**src/ispm_pkg.sv**
```systemverilog
// Shared constants and types for the idle and sleep power mode controller
package ispm_pkg;

  // Register port geometry
  localparam int          ADDR_W      = 8;
  localparam int          DATA_W      = 8;
  localparam logic [7:0]  CTRL_OFS    = 8'h00;
  localparam logic [7:0]  STAT_OFS    = 8'h04;

  // Control register field positions
  localparam int          CTRL_CSS_LO = 0;
  localparam int          CTRL_SECEN  = 2;
  localparam int          CTRL_GIE    = 3;
  localparam int          CTRL_WDTEN  = 4;
  localparam int          CTRL_FSCMEN = 5;
  localparam int          CTRL_IDLE   = 7;
  localparam logic [7:0]  CTRL_RST    = 8'h00;
  localparam logic [7:0]  CTRL_WMASK  = 8'hbf;

  // Status register field positions
  localparam int          STAT_PRI    = 0;
  localparam int          STAT_SEC    = 1;
  localparam int          STAT_INT    = 2;
  localparam int          STAT_CPU    = 3;
  localparam int          STAT_PERI   = 4;

  // Clock source select codes
  localparam logic [1:0]  SRC_NONE    = 2'h0;
  localparam logic [1:0]  SRC_SEC     = 2'h1;
  localparam logic [1:0]  SRC_PRI     = 2'h2;
  localparam logic [1:0]  SRC_INT     = 2'h3;

  // CPU ready delay, time and derived cycle count (rounded up)
  localparam int          CLK_PERIOD_NS = 10;
  localparam int          CSD_TIME_NS   = 200;
  localparam int          CSD_CYCLES    =
    (CSD_TIME_NS + CLK_PERIOD_NS - 1) / CLK_PERIOD_NS;

  typedef enum logic [2:0] {
    ST_RUN, ST_IDLE, ST_SLEEP, ST_SEC_WAIT, ST_READY
  } ispm_state_t;

  // Oscillator run requests
  typedef struct packed {
    logic pri;
    logic sec;
    logic internal_rc_oscillator;
  } ispm_osc_t;

  // Clock routing: source, CPU gate enable, peripheral gate enable
  typedef struct packed {
    logic [1:0] src;
    logic       cpu_en;
    logic       periph_en;
  } ispm_clk_t;

endpackage

```
**src/ispm_ctrl.sv**
```systemverilog
// Idle and sleep power mode controller with CPU ready delay
//
// Contract
// - Idle sleep gates CPU, keeps peripheral source
// - Idle keeps watchdog RC and secondary running
// - Idle exits only by irq, watchdog, reset
// - Wake holds CPU for ready delay
// - Idle wake resumes matching run source
// - Wake leaves idle bit and select alone
// - Watchdog in idle/sleep wakes to selected
// - Primary idle keeps primary clock and flag
// - Primary idle wake runs CPU on primary
// - Secondary idle drops primary, sets secondary flag
// - Secondary idle wake runs on secondary
// - Secondary idle ignored when oscillator disabled
// - Peripheral clocks wait for secondary start
// - Internal idle drops primary and its flag
// - Internal idle wake runs on internal RC
// - Enabled interrupt flag starts exit
// - Global enable chooses vector branch
// - Execution resumes first cycle after delay
// - Watchdog timeout while running resets
// - Sleep, clear, clock loss clear watchdog
// - Reset exit runs from internal RC
// - Select decode 11 int, 01 sec, 10 pri
// - Neither flag set means internal active
// - Sleep stops clocks, clears status flags
`timescale 1ns/10ps
module ispm_ctrl #(
  parameter int CSD_CNT = ispm_pkg::CSD_CYCLES
) (
  input  wire logic                        CLK,
  input  wire logic                        RST,
  input  wire logic [ispm_pkg::ADDR_W-1:0] ADDR,
  input  wire logic [ispm_pkg::DATA_W-1:0] WDATA,
  input  wire logic                        WR,
  input  wire logic                        RD,
  output logic      [ispm_pkg::DATA_W-1:0] RDATA,
  input  wire logic                        SLEEP_INSTR,
  input  wire logic                        WDT_CLEAR_INSTR,
  input  wire logic                        IRQ_FLAG,
  input  wire logic                        WDT_TIMEOUT,
  input  wire logic                        WAKE_RESET,
  input  wire logic                        SEC_OSC_READY,
  input  wire logic                        CLK_FAIL,
  output ispm_pkg::ispm_osc_t              OSC_EN,
  output ispm_pkg::ispm_clk_t              CLK_CTRL,
  output logic                             PRI_ACTIVE,
  output logic                             SEC_ACTIVE,
  output logic                             WDT_CLR,
  output logic                             WDT_RESET,
  output logic                             CPU_RESUME,
  output logic                             BRANCH_VECTOR
);
  import ispm_pkg::*;

  localparam int CNT_W = $clog2(CSD_CNT + 1);

  // Elaboration check: the ready-delay check needs two cycles at least
  if (CSD_CNT < 2) begin : g_bad_csd
    $error("CSD_CNT must be at least two");
  end

  ispm_state_t      state_reg, state_next;
  logic [7:0]       ctrl_reg;
  logic [1:0]       src_reg, src_next;
  logic [1:0]       pend_reg, pend_next;
  logic [CNT_W-1:0] cnt_reg, cnt_next;
  logic             from_sleep_reg, from_sleep_next;
  logic             irq_wake_reg, irq_wake_next;
  logic [1:0]       sync1_reg, sync2_reg;
  logic             fail_prev_reg;
  logic             sleeping, wake, fail_edge, accept_sleep;
  logic [1:0]       css_src;

  wire idle_sel = ctrl_reg[CTRL_IDLE];
  wire [1:0] css = ctrl_reg[CTRL_CSS_LO +: 2];
  wire sec_en = ctrl_reg[CTRL_SECEN];
  wire gie = ctrl_reg[CTRL_GIE];
  wire wdt_en = ctrl_reg[CTRL_WDTEN];
  wire fscm_en = ctrl_reg[CTRL_FSCMEN];
  wire sec_ready = sync2_reg[0];
  wire clk_fail = sync2_reg[1];

  // Two-flop synchronisers for the pin-level oscillator inputs
  genvar gi;
  for (gi = 0; gi < 2; gi++) begin : g_sync
    always_ff @(posedge CLK) begin
      if (RST) begin
        sync1_reg[gi] <= 1'b0;
        sync2_reg[gi] <= 1'b0;
      end else begin
        sync1_reg[gi] <= (gi == 0) ? SEC_OSC_READY : CLK_FAIL;
        sync2_reg[gi] <= sync1_reg[gi];
      end
    end
  end

  // Select decode; both 00 and 11 mean the internal RC
  always_comb begin
    case (css)
      SRC_PRI: css_src = SRC_PRI;
      SRC_SEC: css_src = SRC_SEC;
      default: css_src = SRC_INT;
    endcase
  end

  // Low-power states where no code runs
  assign sleeping = (state_reg == ST_IDLE) || (state_reg == ST_SLEEP) ||
                    (state_reg == ST_SEC_WAIT);
  // Only these three events may end a low-power state
  assign wake = sleeping &&
                (IRQ_FLAG || WDT_TIMEOUT || WAKE_RESET);
  // A sleep request for secondary idle is void without its enable
  assign accept_sleep = SLEEP_INSTR && (state_reg == ST_RUN) &&
                        !(idle_sel && css_src == SRC_SEC &&
                          !sec_en);
  assign fail_edge = clk_fail && !fail_prev_reg;

  // Mode sequencing
  always_comb begin
    state_next      = state_reg;
    src_next        = src_reg;
    pend_next       = pend_reg;
    cnt_next        = cnt_reg;
    from_sleep_next = from_sleep_reg;
    irq_wake_next   = irq_wake_reg;
    case (state_reg)
      ST_RUN: begin
        if (accept_sleep) begin
          pend_next = css_src;
          if (!idle_sel) begin
            state_next = ST_SLEEP;
          end else if (css_src == SRC_SEC && !sec_ready) begin
            state_next = ST_SEC_WAIT;
          end else begin
            state_next = ST_IDLE;
            src_next   = css_src;
          end
        end
      end
      ST_SEC_WAIT: begin
        // Secondary takes over only once it oscillates
        if (sec_ready) begin
          state_next = ST_IDLE;
          src_next   = SRC_SEC;
        end
      end
      ST_READY: begin
        if (cnt_reg == '0) begin
          state_next = ST_RUN;
        end else begin
          cnt_next = cnt_reg - 1'b1;
        end
      end
      default: ;
    endcase
    if (wake) begin
      state_next      = ST_READY;
      cnt_next        = CNT_W'(CSD_CNT - 1);
      from_sleep_next = (state_reg == ST_SLEEP);
      irq_wake_next   = IRQ_FLAG && !WAKE_RESET;
      if (WAKE_RESET) begin
        src_next = SRC_INT;
      end else if (state_reg == ST_SLEEP) begin
        src_next = css_src;
      end else if (state_reg == ST_SEC_WAIT) begin
        src_next = SRC_SEC;
      end else begin
        src_next = src_reg;
      end
    end
  end

  // State registers; after reset the core runs from the internal RC
  always_ff @(posedge CLK) begin
    if (RST) begin
      state_reg      <= ST_RUN;
      src_reg        <= SRC_INT;
      pend_reg       <= SRC_INT;
      cnt_reg        <= '0;
      from_sleep_reg <= 1'b0;
      irq_wake_reg   <= 1'b0;
      fail_prev_reg  <= 1'b0;
    end else begin
      state_reg      <= state_next;
      src_reg        <= src_next;
      pend_reg       <= pend_next;
      cnt_reg        <= cnt_next;
      from_sleep_reg <= from_sleep_next;
      irq_wake_reg   <= irq_wake_next;
      fail_prev_reg  <= clk_fail;
    end
  end

  // Control register: only software writes it, wake never touches it
  always_ff @(posedge CLK) begin
    if (RST) begin
      ctrl_reg <= CTRL_RST;
    end else if (WR && ADDR == CTRL_OFS) begin
      ctrl_reg <= WDATA & CTRL_WMASK;
    end
  end

  // Read port; data valid the cycle after the strobe, else zero
  always_ff @(posedge CLK) begin
    if (RST) begin
      RDATA <= '0;
    end else if (RD && ADDR == CTRL_OFS) begin
      RDATA <= ctrl_reg;
    end else if (RD && ADDR == STAT_OFS) begin
      RDATA <= {3'h0, CLK_CTRL.periph_en, CLK_CTRL.cpu_en,
                !PRI_ACTIVE && !SEC_ACTIVE,
                SEC_ACTIVE, PRI_ACTIVE};
    end else begin
      RDATA <= '0;
    end
  end

  // Clock routing outputs, registered from the next state so the CPU
  // gate enable changes only at edges; the latch-based gate cell that
  // consumes it then switches the CPU clock in its low phase
  always_ff @(posedge CLK) begin
    if (RST) begin
      CLK_CTRL <= '{src: SRC_INT, cpu_en: 1'b1, periph_en: 1'b1};
    end else begin
      CLK_CTRL.src       <= src_next;
      CLK_CTRL.cpu_en    <= (state_next == ST_RUN);
      CLK_CTRL.periph_en <= (state_next == ST_RUN) ||
                            (state_next == ST_IDLE) ||
                            (state_next == ST_READY);
    end
  end

  // Status flags: in sleep both clear, otherwise they follow the source
  always_ff @(posedge CLK) begin
    if (RST) begin
      PRI_ACTIVE <= 1'b0;
      SEC_ACTIVE <= 1'b0;
    end else begin
      PRI_ACTIVE <= (state_next != ST_SLEEP) &&
                    (src_next == SRC_PRI);
      SEC_ACTIVE <= (state_next != ST_SLEEP) &&
                    (src_next == SRC_SEC);
    end
  end

  // Oscillator run requests
  always_ff @(posedge CLK) begin
    if (RST) begin
      OSC_EN <= '{pri: 1'b0, sec: 1'b0, internal_rc_oscillator: 1'b1};
    end else begin
      OSC_EN.pri   <= (state_next != ST_SLEEP) &&
                      (src_next == SRC_PRI);
      OSC_EN.sec   <= ctrl_reg[CTRL_SECEN] ||
                      ((state_next != ST_SLEEP) &&
                       (src_next == SRC_SEC));
      OSC_EN.internal_rc_oscillator <= ctrl_reg[CTRL_WDTEN] || ctrl_reg[CTRL_FSCMEN] ||
                      ((state_next != ST_SLEEP) &&
                       (src_next == SRC_INT));
    end
  end

  // Watchdog side effects and resume pulses
  always_ff @(posedge CLK) begin
    if (RST) begin
      WDT_CLR       <= 1'b0;
      WDT_RESET     <= 1'b0;
      CPU_RESUME    <= 1'b0;
      BRANCH_VECTOR <= 1'b0;
    end else begin
      WDT_CLR       <= (SLEEP_INSTR && state_reg == ST_RUN) ||
                       WDT_CLEAR_INSTR ||
                       (fscm_en && fail_edge);
      WDT_RESET     <= WDT_TIMEOUT && (state_reg == ST_RUN);
      CPU_RESUME    <= (state_reg == ST_READY) && (cnt_reg == '0);
      BRANCH_VECTOR <= (state_reg == ST_READY) && (cnt_reg == '0) &&
                       irq_wake_reg && gie;
    end
  end

  // Lint sink; from_sleep_reg, pend_reg and wdt_en feed no logic
  wire unused_ok = from_sleep_reg ^ wdt_en ^ sec_en ^ (|pend_reg);

  // Checks on the mode sequencing
  cpu_gate_idle_a: assert property (@(posedge CLK) disable iff (RST)
    (state_reg == ST_IDLE) |-> !CLK_CTRL.cpu_en && CLK_CTRL.periph_en)
    else $error("CPU clock running in idle");

  ready_delay_a: assert property (@(posedge CLK) disable iff (RST)
    $rose(state_reg == ST_READY) |->
      (state_reg == ST_READY && !CLK_CTRL.cpu_en)[*2])
    else $error("CPU ready delay cut short");

  idle_exit_cause_a: assert property (@(posedge CLK) disable iff (RST)
    (sleeping && !IRQ_FLAG && !WDT_TIMEOUT && !WAKE_RESET) |=>
      (state_reg != ST_READY) && (state_reg != ST_RUN))
    else $error("Idle left without a wake event");

  ctrl_stable_a: assert property (@(posedge CLK) disable iff (RST)
    (wake && !WR) |=> $stable(ctrl_reg))
    else $error("Wake altered the control bits");

  resume_src_a: assert property (@(posedge CLK) disable iff (RST)
    (state_reg == ST_IDLE && wake && !WAKE_RESET) |=>
      (CLK_CTRL.src == $past(src_reg)))
    else $error("Idle wake changed the clock source");

  reset_wake_a: assert property (@(posedge CLK) disable iff (RST)
    (wake && WAKE_RESET) |=> (CLK_CTRL.src == SRC_INT))
    else $error("Reset wake not on internal RC");

  sec_ignore_a: assert property (@(posedge CLK) disable iff (RST)
    (SLEEP_INSTR && state_reg == ST_RUN && idle_sel &&
     css_src == SRC_SEC && !sec_en) |=> (state_reg == ST_RUN))
    else $error("Secondary idle entered while disabled");

  sec_wait_a: assert property (@(posedge CLK) disable iff (RST)
    (state_reg == ST_SEC_WAIT) |-> !CLK_CTRL.periph_en)
    else $error("Peripherals clocked before secondary start");

  wdt_reset_a: assert property (@(posedge CLK) disable iff (RST)
    (WDT_TIMEOUT && state_reg == ST_RUN) |=> WDT_RESET && !CPU_RESUME)
    else $error("Run-mode timeout without reset");

  sleep_flags_a: assert property (@(posedge CLK) disable iff (RST)
    (state_reg == ST_SLEEP) |-> !PRI_ACTIVE && !SEC_ACTIVE)
    else $error("Status flags set in sleep");

  resume_first_a: assert property (@(posedge CLK) disable iff (RST)
    (state_reg == ST_READY && cnt_reg == '0) |=>
      CLK_CTRL.cpu_en && CPU_RESUME)
    else $error("Execution not resumed after delay");

  branch_gie_a: assert property (@(posedge CLK) disable iff (RST)
    BRANCH_VECTOR |-> CPU_RESUME && gie && $past(irq_wake_reg))
    else $error("Vector branch without enable");

  wdt_clear_a: assert property (@(posedge CLK) disable iff (RST)
    WDT_CLEAR_INSTR |=> WDT_CLR)
    else $error("Watchdog not cleared");

endmodule

```
**config.mk**
```make
export PLATFORM = sky130hd
export DESIGN_NAME = ispm_ctrl
export DESIGN_NICKNAME = d
export VERILOG_FILES = /design/src/ispm_pkg.sv /design/src/ispm_ctrl.sv
export SDC_FILE = /design/constraint.sdc
export NUM_CORES = 1
export LEC_CHECK = 0
export BUFFER_PORTS_ARGS = -buffer_cell sky130_fd_sc_hd__clkbuf_2
export CAP_MARGIN = 5
export CORE_ASPECT_RATIO = 0.8
export CORE_MARGIN = 2
export CORE_UTILIZATION = 55
export DETAILED_ROUTE_END_ITERATION = 10
export PLACE_DENSITY = 0.82
export SYNTH_ARGS = -nofsm -noshare
export SYNTH_HDL_FRONTEND = slang
export SYNTH_SLANG_ARGS = --single-unit
```
**constraint.sdc**
```tcl
create_clock -name CLK -period 5 [get_ports CLK]
set_input_delay 1 -clock CLK [delete_from_list [all_inputs] [get_ports CLK]]
set_output_delay 1 -clock CLK [all_outputs]
set_load 0.02 [all_outputs]
```
==> metrics.md, run 1 <==
| Metric | Value |
|---|---|
| Register area share after synthesis | 46.5% |
| Clock net sink count | 40 |
| GP Congestion | 0.811 |
| Leftover overflow at the end of global routing | 0 |
| Max-cap viol count | 0 |
| Flip-flop and latch count after synthesis | 40 |
| Clock transition at the registers of the reported paths | 0.07 ns |
| CTS root buffer | sky130_fd_sc_hd__clkbuf_8 |
| Endpoint arrival time on the critical path | 2.53 ns |
| Fraction of power spent switching nets | 29.4% |
| Post-DP HPWL | 2.52 mm |
| Relative contribution of sequential cells to total power | 49.5% |
| Total vias in the final route | 1,403 |
| Worst hold-check slack | 0.444 ns |
| Synth unique cells | 46 |
| WL/cell | 13.0 um |
| Placeable Area | 3040 um2 |
| Total CTS buffers | 5 |
| Commonest cells after routing, fill and taps aside | sky130_fd_sc_hd__clkbuf_2 (45), sky130_fd_sc_hd__dfxtp_1 (40), sky130_fd_sc_hd__nor2_1 (20), sky130_fd_sc_hd__mux2i_1 (13) |
| Cell internal pwr | 515 uW |
| Setup total negative slack | 0 ns |
| Flop2flop setup slack | 2.92 ns |
| # rows | 18 |
| Chip Width | 66.5 um |
| Setup repair bufs after CTS | 0 |
| Number of DRC violations after detailed routing | 0 |
| Fin Clk Skew | 0.00370 ns |
| Critical register-to-register path startpoint | state_reg[2]$_SDFF_PP0_ |
| Number of H-tree levels | 2 |
| Worst Setup Start Kind | input pin |
| Number of cells produced by synthesis | 179 |
| Number of global-route vias before repair | 1,212 |
| Global-route wire length before repair | 5.59 mm |
| First-pass DRT Iterations | 5 |
| Starting density of the core | 56.6% |
| Relative slew slack | 59.0% |
| Number of violations reported at the end of detailed-routing iteration 0 | 92 |
| Global-route usage over all layers | 21.4% |
| Maximum root-to-sink buffer count | 2 |
| Number of antenna-violating nets in the routed design | 0 |
| Count of yosys warnings during synthesis | 0 |
| Capture endpoint of the worst hold path | sec_ready$_SDFF_PP0_ |
| Most common cell after layout, fill and taps aside | sky130_fd_sc_hd__clkbuf_2 |
| Die area | 3590 um2 |
| Tcrit/Tclk final | 46.9% |
| Cells taking the most area after synthesis | sky130_fd_sc_hd__dfxtp_1 (47%), sky130_fd_sc_hd__mux2i_1 (7.6%), sky130_fd_sc_hd__nor2_1 (4.4%) |
| Maximum number of pins on one net before global-route repair | 35 |
| Kind of critical path | input pin to flop |
| Routed vias/inst | 5.40 |
| Average instance area after synthesis | 9.61 um2 |
| Unrepaired setup endpoints after global routing | false |
| Die Y | 54.0 um |
| Count of final max-slew check failures | 0 |
| Critical register-to-register path endpoint | OSC_EN[2]$_SDFF_PP0_ |
| FFs w/ async S/R, synth | 0% |
| Proportion of power drawn by combinational gates | 21.0% |
| Switching pwr | 215 uW |
| Post-synthesis instance area | 1720 um2 |
| Synth area leader | sky130_fd_sc_hd__dfxtp_1 |
| Number of gates resized after CTS | 0 |
| Number of inserted diodes | 0 |
| Hold depth | 1 |
| Hold Vio Cnt, Final | 0 |
| Type of destination of the critical path | flop |
| Class of the tightest hold or removal check | flop to flop |
| Fraction of synthesized cell area taken by the top area cell type | 46.5% |
| Clock latency of the later-clocked register in the worst-skew pair | 0.29 ns |
| Minimum clock period | 2.35 ns |
| Number of ports placed on the die boundary | 48 |
| Origin of the worst min-delay path | sync1_reg[0]$_SDFF_PP0_ |
| Total of endpoints with negative setup slack in the final report | 0 |
| Outcome | complete, no violations |
| Clock tree from TritonCTS | done |
| Highest ir drop seen on vdd | 0.232 mV |
| Number of hold-repair buffers added at the cts stage | 0 |
| Critical path data required time | 5.19 ns |
| Synthesized netlist net count | 208 |
| Measured slew at the worst slew-check pin | 0.615 ns |
| Critical Path Fanout Max | 9 |
| Synth Flop Type | sky130_fd_sc_hd__dfxtp_1 |
| Clock power frac | 29.5% |
| Buffers on Ports | 45 |
| Highest attainable clock frequency | 426 MHz |
| Final nets | 248 |
| Number of flops mapped to enable cells by yosys | 0 |
| Number of antenna violations at the first check in global routing | 0 |
| Areal power density over the cells | 361 nW/um2 |
| P&R area growth vs syn | 17.5% |
| Worst R2R Path Depth | 5 |
| Final wirelength | 3.38 mm |
| Leakage component of the power | 0.000923 uW |
| Layout cell share with drive strength beyond 1 | 27.7% |
[cells in the mapped netlist (3+ instances only)]
library cell,n
sky130_fd_sc_hd__o21ai_1,3
sky130_fd_sc_hd__nor3_1,8
sky130_fd_sc_hd__nand3_1,4
sky130_fd_sc_hd__nand2_1,5
sky130_fd_sc_hd__inv_1,8
sky130_fd_sc_hd__a21oi_1,8
sky130_fd_sc_hd__mux2i_1,13
sky130_fd_sc_hd__nor4_1,5
sky130_fd_sc_hd__clkbuf_1,5
sky130_fd_sc_hd__buf_2,3
sky130_fd_sc_hd__nor2_1,20
sky130_fd_sc_hd__dfxtp_1,40
sky130_fd_sc_hd__nor2b_1,7
sky130_fd_sc_hd__o31ai_1,3
sky130_fd_sc_hd__nand2b_1,5
sky130_fd_sc_hd__xnor2_1,4
sky130_fd_sc_hd__buf_4,3
[how the worst max path moves through the flow]
stage	startpoint	to	slack, ns	cells past startpoint
floorplan	SLEEP_INSTR	OSC_EN[0]$_SDFF_PP1_	2.94	5
global route	ADDR[5]	ctrl_reg[1]$_SDFFE_PP0P_	2.53	5
detailed placement	WAKE_RESET	OSC_EN[2]$_SDFF_PP0_	2.36	6
CTS	WAKE_RESET	OSC_EN[2]$_SDFF_PP0_	2.66	6
global placement	WAKE_RESET	OSC_EN[2]$_SDFF_PP0_	2.43	6
finish	WAKE_RESET	OSC_EN[2]$_SDFF_PP0_	2.65	6
[stage by stage]
step           power (uW)  utilization (%)  setup WS (ns)  std cells  area (um2)
2_1_floorplan         483                -           2.94        179        1720
3_3_place_gp          519             63.4           2.43        252        1930
3_5_place_dp          521             63.4           2.36        252        1930
4_1_cts               735             66.5           2.66        260        2020
5_1_grt               769             66.5           2.53        260        2020
6_report              730             66.5           2.65        260        2020
[per-layer routing]
metal / track usage [%] / up-vias / part of all wire, %
li1: - / 711 / -
met1: 27.4 / 637 / 46
met2: 34.0 / 48 / 45
met3: 6.69 / 7 / 8.0
met4: 8.16 / 0 / 1.3
met5: 0 / - / 0
[power groups by stage]
stage	clock network, uW	registers (uW)	logic (uW)
final	215	361	153
after detailed placement	0	368	153
after global routing	236	364	169
after global placement	0	368	151
after floorplan	0	380	103
after CTS	220	361	154
[critical path, cell delays in order]
cell and delay, ns:
sky130_fd_sc_hd__clkbuf_2 0.12, sky130_fd_sc_hd__nor3_4 0.22, sky130_fd_sc_hd__or2_0 0.46, sky130_fd_sc_hd__nand3_1 0.19, sky130_fd_sc_hd__o21ai_2 0.26, sky130_fd_sc_hd__nor4b_1 0.28
[final cells by class]
cell class / count / area [um2]
Fill cell: 257 / 1020
Multi-Input combinational cell: 119 / 822
Sequential cell: 40 / 801
Timing Repair Buffer: 45 / 225
Clock buffer: 6 / 82.6
Tap cell: 40 / 50.0
Inverter: 8 / 30.0
Clock inverter: 2 / 10.0
[cell families after synthesis]
family,count (synthesis),share of synthesized area (%)
buffers and inverters,20,5.67
multiplexers,13,7.56
XOR/XNOR,4,2.04
flip-flops,40,46.5
adder cells (fa/ha/maj),2,1.45
AO/OA/AOI/OAI,28,12.7
AND/OR/NAND/NOR,71,23.9
other,1,0.218
Power figures use the tool's default switching activity.
==> run 2: changes to the inputs <==
Settings changed: ABC_AREA set to 1, CORE_UTILIZATION 55 to 46, PLACE_DENSITY 0.82 to 0.73.
Clock period 5 ns to 2.05 ns, I/O delays scaled along.
==> run 2 against run 1 <==
First-iteration DRC count decreased by 5.4%. Register-to-register slack got worse by 2.4 ns. Core utilization decreased by 8.4 points. Clock skew increased by 0.0029 ns. Clock power increased to 3.1 times the previous value. Wire length increased by 11%. Worst hold slack got worse by 0.15 ns. Combinational power increased to 6.3 times the previous value. Via count increased by 16%. Final cell count increased by 36%.
==> metrics.md, run 2 <==
| Metric | Value |
|---|---|
| WL/cell | 10.6 um (-19%) |
| Cells taking the most area after synthesis | sky130_fd_sc_hd__dfxtp_1 (44%), sky130_fd_sc_hd__nand2_1 (9.0%), sky130_fd_sc_hd__inv_1 (7.9%) |
| Routed vias/inst | 4.59 (-15%) |
| Die area | 4430 um2 (+23%) |
| Outcome | complete, no violations |
| Clock tree from TritonCTS | done |
| Worst R2R Path Depth | 11 (+6) |
| Leftover overflow at the end of global routing | 0 (unchanged) |
| Setup total negative slack | 0 ns (unchanged) |
| # rows | 20 (+2) |
| Kind of critical path | flop to flop |
| Minimum clock period | 1.57 ns |
| Number of global-route vias before repair | 1,458 (+20%) |
| Critical register-to-register path startpoint | cnt_reg[1]$_SDFFE_PP0P_ |
| Critical path data required time | 2.24 ns (-2.95 ns) |
| Worst Setup Start Kind | flop |
| Final nets | 327 (+32%) |
| Max incr delay on CP | 0.32 ns (-0.14 ns) |
| Dominant cell by count in the synthesized netlist | sky130_fd_sc_hd__nand2_1 |
| Fraction of power spent switching nets | 38.7% (+9.3 points) |
| Average instance area after synthesis | 7.20 um2 (-25%) |
| Highest ir drop seen on vdd | 0.706 mV (+200%) |
| Clock net sink count | 40 (unchanged) |
| Max stage delay cell, worst path | sky130_fd_sc_hd__dfxtp_1 |
| Placeable Area | 3780 um2 (+24%) |
| Leakage component of the power | 0.00110 uW (+19%) |
| Synth Flop Type | sky130_fd_sc_hd__dfxtp_1 |
| Clock transition at the registers of the reported paths | 0.08 ns (about the same) |
| Unrepaired setup endpoints after global routing | false |
| Highest attainable clock frequency | 638 MHz |
| Max-cap viol count | 0 (unchanged) |
| Synthesized netlist net count | 279 (+34%) |
| Commonest cells after routing, fill and taps aside | sky130_fd_sc_hd__clkbuf_2 (45), sky130_fd_sc_hd__nand2_1 (43), sky130_fd_sc_hd__dfxtp_1 (40), sky130_fd_sc_hd__inv_1 (38), sky130_fd_sc_hd__nor2_1 (29) |
| Fin Clk Skew | 0.00659 ns (+0.00290 ns) |
| Layout cell share with drive strength beyond 1 | 29.4% (+1.7 points) |
| Number of ports placed on the die boundary | 48 (unchanged) |
| Synth area leader | sky130_fd_sc_hd__dfxtp_1 |
| Final wirelength | 3.75 mm (+11%) |
| Total vias in the final route | 1,624 (+16%) |
| Most common cell after layout, fill and taps aside | sky130_fd_sc_hd__clkbuf_2 |
| GP Congestion | 0.884 (+9.0%) |
| Maximum number of pins on one net before global-route repair | 15 (-57%) |
| Clock power frac | 25.3% (-4.2 points) |
| Number of violations reported at the end of detailed-routing iteration 0 | 87 (-5.4%) |
| Cell internal pwr | 1590 uW (+210%) |
| Number of gates resized after CTS | 0 (unchanged) |
| Register area share after synthesis | 44.5% (-2.1 points) |
| Setup repair bufs after CTS | 0 (unchanged) |
| Number of H-tree levels | 2 (unchanged) |
| Class of the tightest hold or removal check | input pin to flop |
| Buffers on Ports | 45 (unchanged) |
| Synth unique cells | 32 (-30%) |
| Clock latency of the later-clocked register in the worst-skew pair | 0.30 ns (about the same) |
| Flip-flop and latch count after synthesis | 40 (unchanged) |
| Endpoint arrival time on the critical path | 1.76 ns (-0.77 ns) |
| Critical register-to-register path endpoint | OSC_EN[0]$_SDFF_PP1_ |
| Chip Width | 73.9 um (+11%) |
| Post-Place Setup Slack | 0.406 ns (-1.95 ns) |
| Post-DP HPWL | 2.91 mm (+16%) |
| FFs w/ async S/R, synth | 0% (unchanged) |
| Starting density of the core | 47.6% (-8.9 points) |
| Count of final max-slew check failures | 0 (unchanged) |
| Cell-by-cell trace of the critical path | inv_1 -> ha_1 -> nand4_1 -> nand2_1 -> nand2_2 -> a21oi_2 -> nand2_2 -> nor2_4 -> nor2_2 -> nand3_1 -> nand2_1 |
| Proportion of power drawn by combinational gates | 36.9% (+16 points) |
| First-pass DRT Iterations | 4 (-1) |
| Synth top cells by count | sky130_fd_sc_hd__nand2_1 (43), sky130_fd_sc_hd__dfxtp_1 (40), sky130_fd_sc_hd__inv_1 (38), sky130_fd_sc_hd__nor2_1 (29), sky130_fd_sc_hd__a21oi_1 (12) |
| Maximum root-to-sink buffer count | 2 (unchanged) |
| Die Y | 60.0 um (+11%) |
| Global-route wire length before repair | 6.21 mm (+11%) |
| CTS root buffer | sky130_fd_sc_hd__clkbuf_8 |
| Count of yosys warnings during synthesis | 0 (unchanged) |
| Global-route usage over all layers | 18.3% (-3.0 points) |
| Number of antenna-violating nets in the routed design | 0 (unchanged) |
| Origin of the worst min-delay path | CLK_FAIL |
| Hold Vio Cnt, Final | 0 (unchanged) |
| Areal power density over the cells | 1180 nW/um2 (+230%) |
| Tcrit/Tclk final | 76.5% |
| Number of flops mapped to enable cells by yosys | 0 (unchanged) |
| Capture endpoint of the worst hold path | sync1_reg[1]$_SDFF_PP0_ |
| Flop2flop setup slack | 0.48 ns (-2.44 ns) |
| Type of destination of the critical path | flop |
| Post-synthesis instance area | 1800 um2 (+4.7%) |
| Critical Path Fanout Max | 3 (-6) |
| Total CTS buffers | 5 (unchanged) |
| Relative contribution of sequential cells to total power | 37.8% (-12 points) |
| Number of antenna violations at the first check in global routing | 0 (unchanged) |
| Hold depth | 3 (+2) |
| Fraction of synthesized cell area taken by the top area cell type | 44.5% (-2.1 points) |
| Total of endpoints with negative setup slack in the final report | 0 (unchanged) |
| Number of DRC violations after detailed routing | 0 (unchanged) |
| Number of hold-repair buffers added at the cts stage | 0 (unchanged) |
| Setup WS post-layout | 0.482 ns (-2.17 ns) |
| P&R area growth vs syn | 21.8% |
| Switching pwr | 1000 uW (+370%) |
| Number of cells produced by synthesis | 250 (+40%) |
| Number of inserted diodes | 0 (unchanged) |
[run 2: cells by family after synthesis]
| family | synth area share [%] |
|---|---|
| AND/OR/NAND/NOR | 31.1 |
| buffers and inverters | 11.8 |
| flip-flops | 44.5 |
| AO/OA/AOI/OAI | 11.1 |
| adder cells (fa/ha/maj) | 1.39 |
| other | 0.208 |
[run 2: final cells by class]
cell class	count	area (um2)
Clock inverter	3	46.3
Inverter	48	180
Clock buffer	5	68.8
Timing Repair Buffer	47	240
Tap cell	55	68.8
Multi-Input combinational cell	156	787
Fill cell	367	1590
Sequential cell	40	801
[run 2: critical path, delay by kind of cell, from the launching register on]
family          cells  cell delay (ns)
buf+inv             1             0.09
simple gates        8             0.73
fa+ha+maj           1             0.15
flops               1             0.32
compound gates      1             0.18
[run 2: stage by stage]
step	instances	total power [uW]	hold WS (ns)	instance area [um2]	utilization, %
after floorplan	250	1720	0.388	1800	-
after global placement	346	1950	0.391	2080	55.0
after detailed placement	346	1950	0.392	2080	55.0
after global routing	354	2780	0.305	2190	58.0
final	354	2590	0.290	2190	58.0
after CTS	354	2600	0.289	2190	58.0
[run 2: layer usage]
metal	GRT usage (%)	vias to the layer above	part of all wire (%)
met5	0	-	0
met4	5.71	0	1.0
met3	4.72	8	7.1
met2	27.2	59	40
met1	26.1	684	51
li1	-	873	-
[run 2: power by group through the flow]
stage | sequential (uW) | clock (uW) | combinational (uW)
6_report | 980 | 657 | 958
5_1_grt | 995 | 703 | 1080
4_1_cts | 981 | 665 | 959
3_5_place_dp | 997 | 0 | 956
3_3_place_gp | 999 | 0 | 947
2_1_floorplan | 1070 | 0 | 652
[run 2: how the worst max path moves through the flow]
stage,startpoint,to,cells past startpoint
after floorplan,ADDR[1],ctrl_reg[2]$_SDFFE_PP0P_,8
after global placement,ADDR[1],ctrl_reg[0]$_SDFFE_PP0P_,8
after detailed placement,ADDR[1],ctrl_reg[0]$_SDFFE_PP0P_,8
after CTS,cnt_reg[1]$_SDFFE_PP0P_,OSC_EN[0]$_SDFF_PP1_,11
after global routing,state_reg[0]$_SDFF_PP0_,OSC_EN[0]$_SDFF_PP1_,10
final,cnt_reg[1]$_SDFFE_PP0P_,OSC_EN[0]$_SDFF_PP1_,11
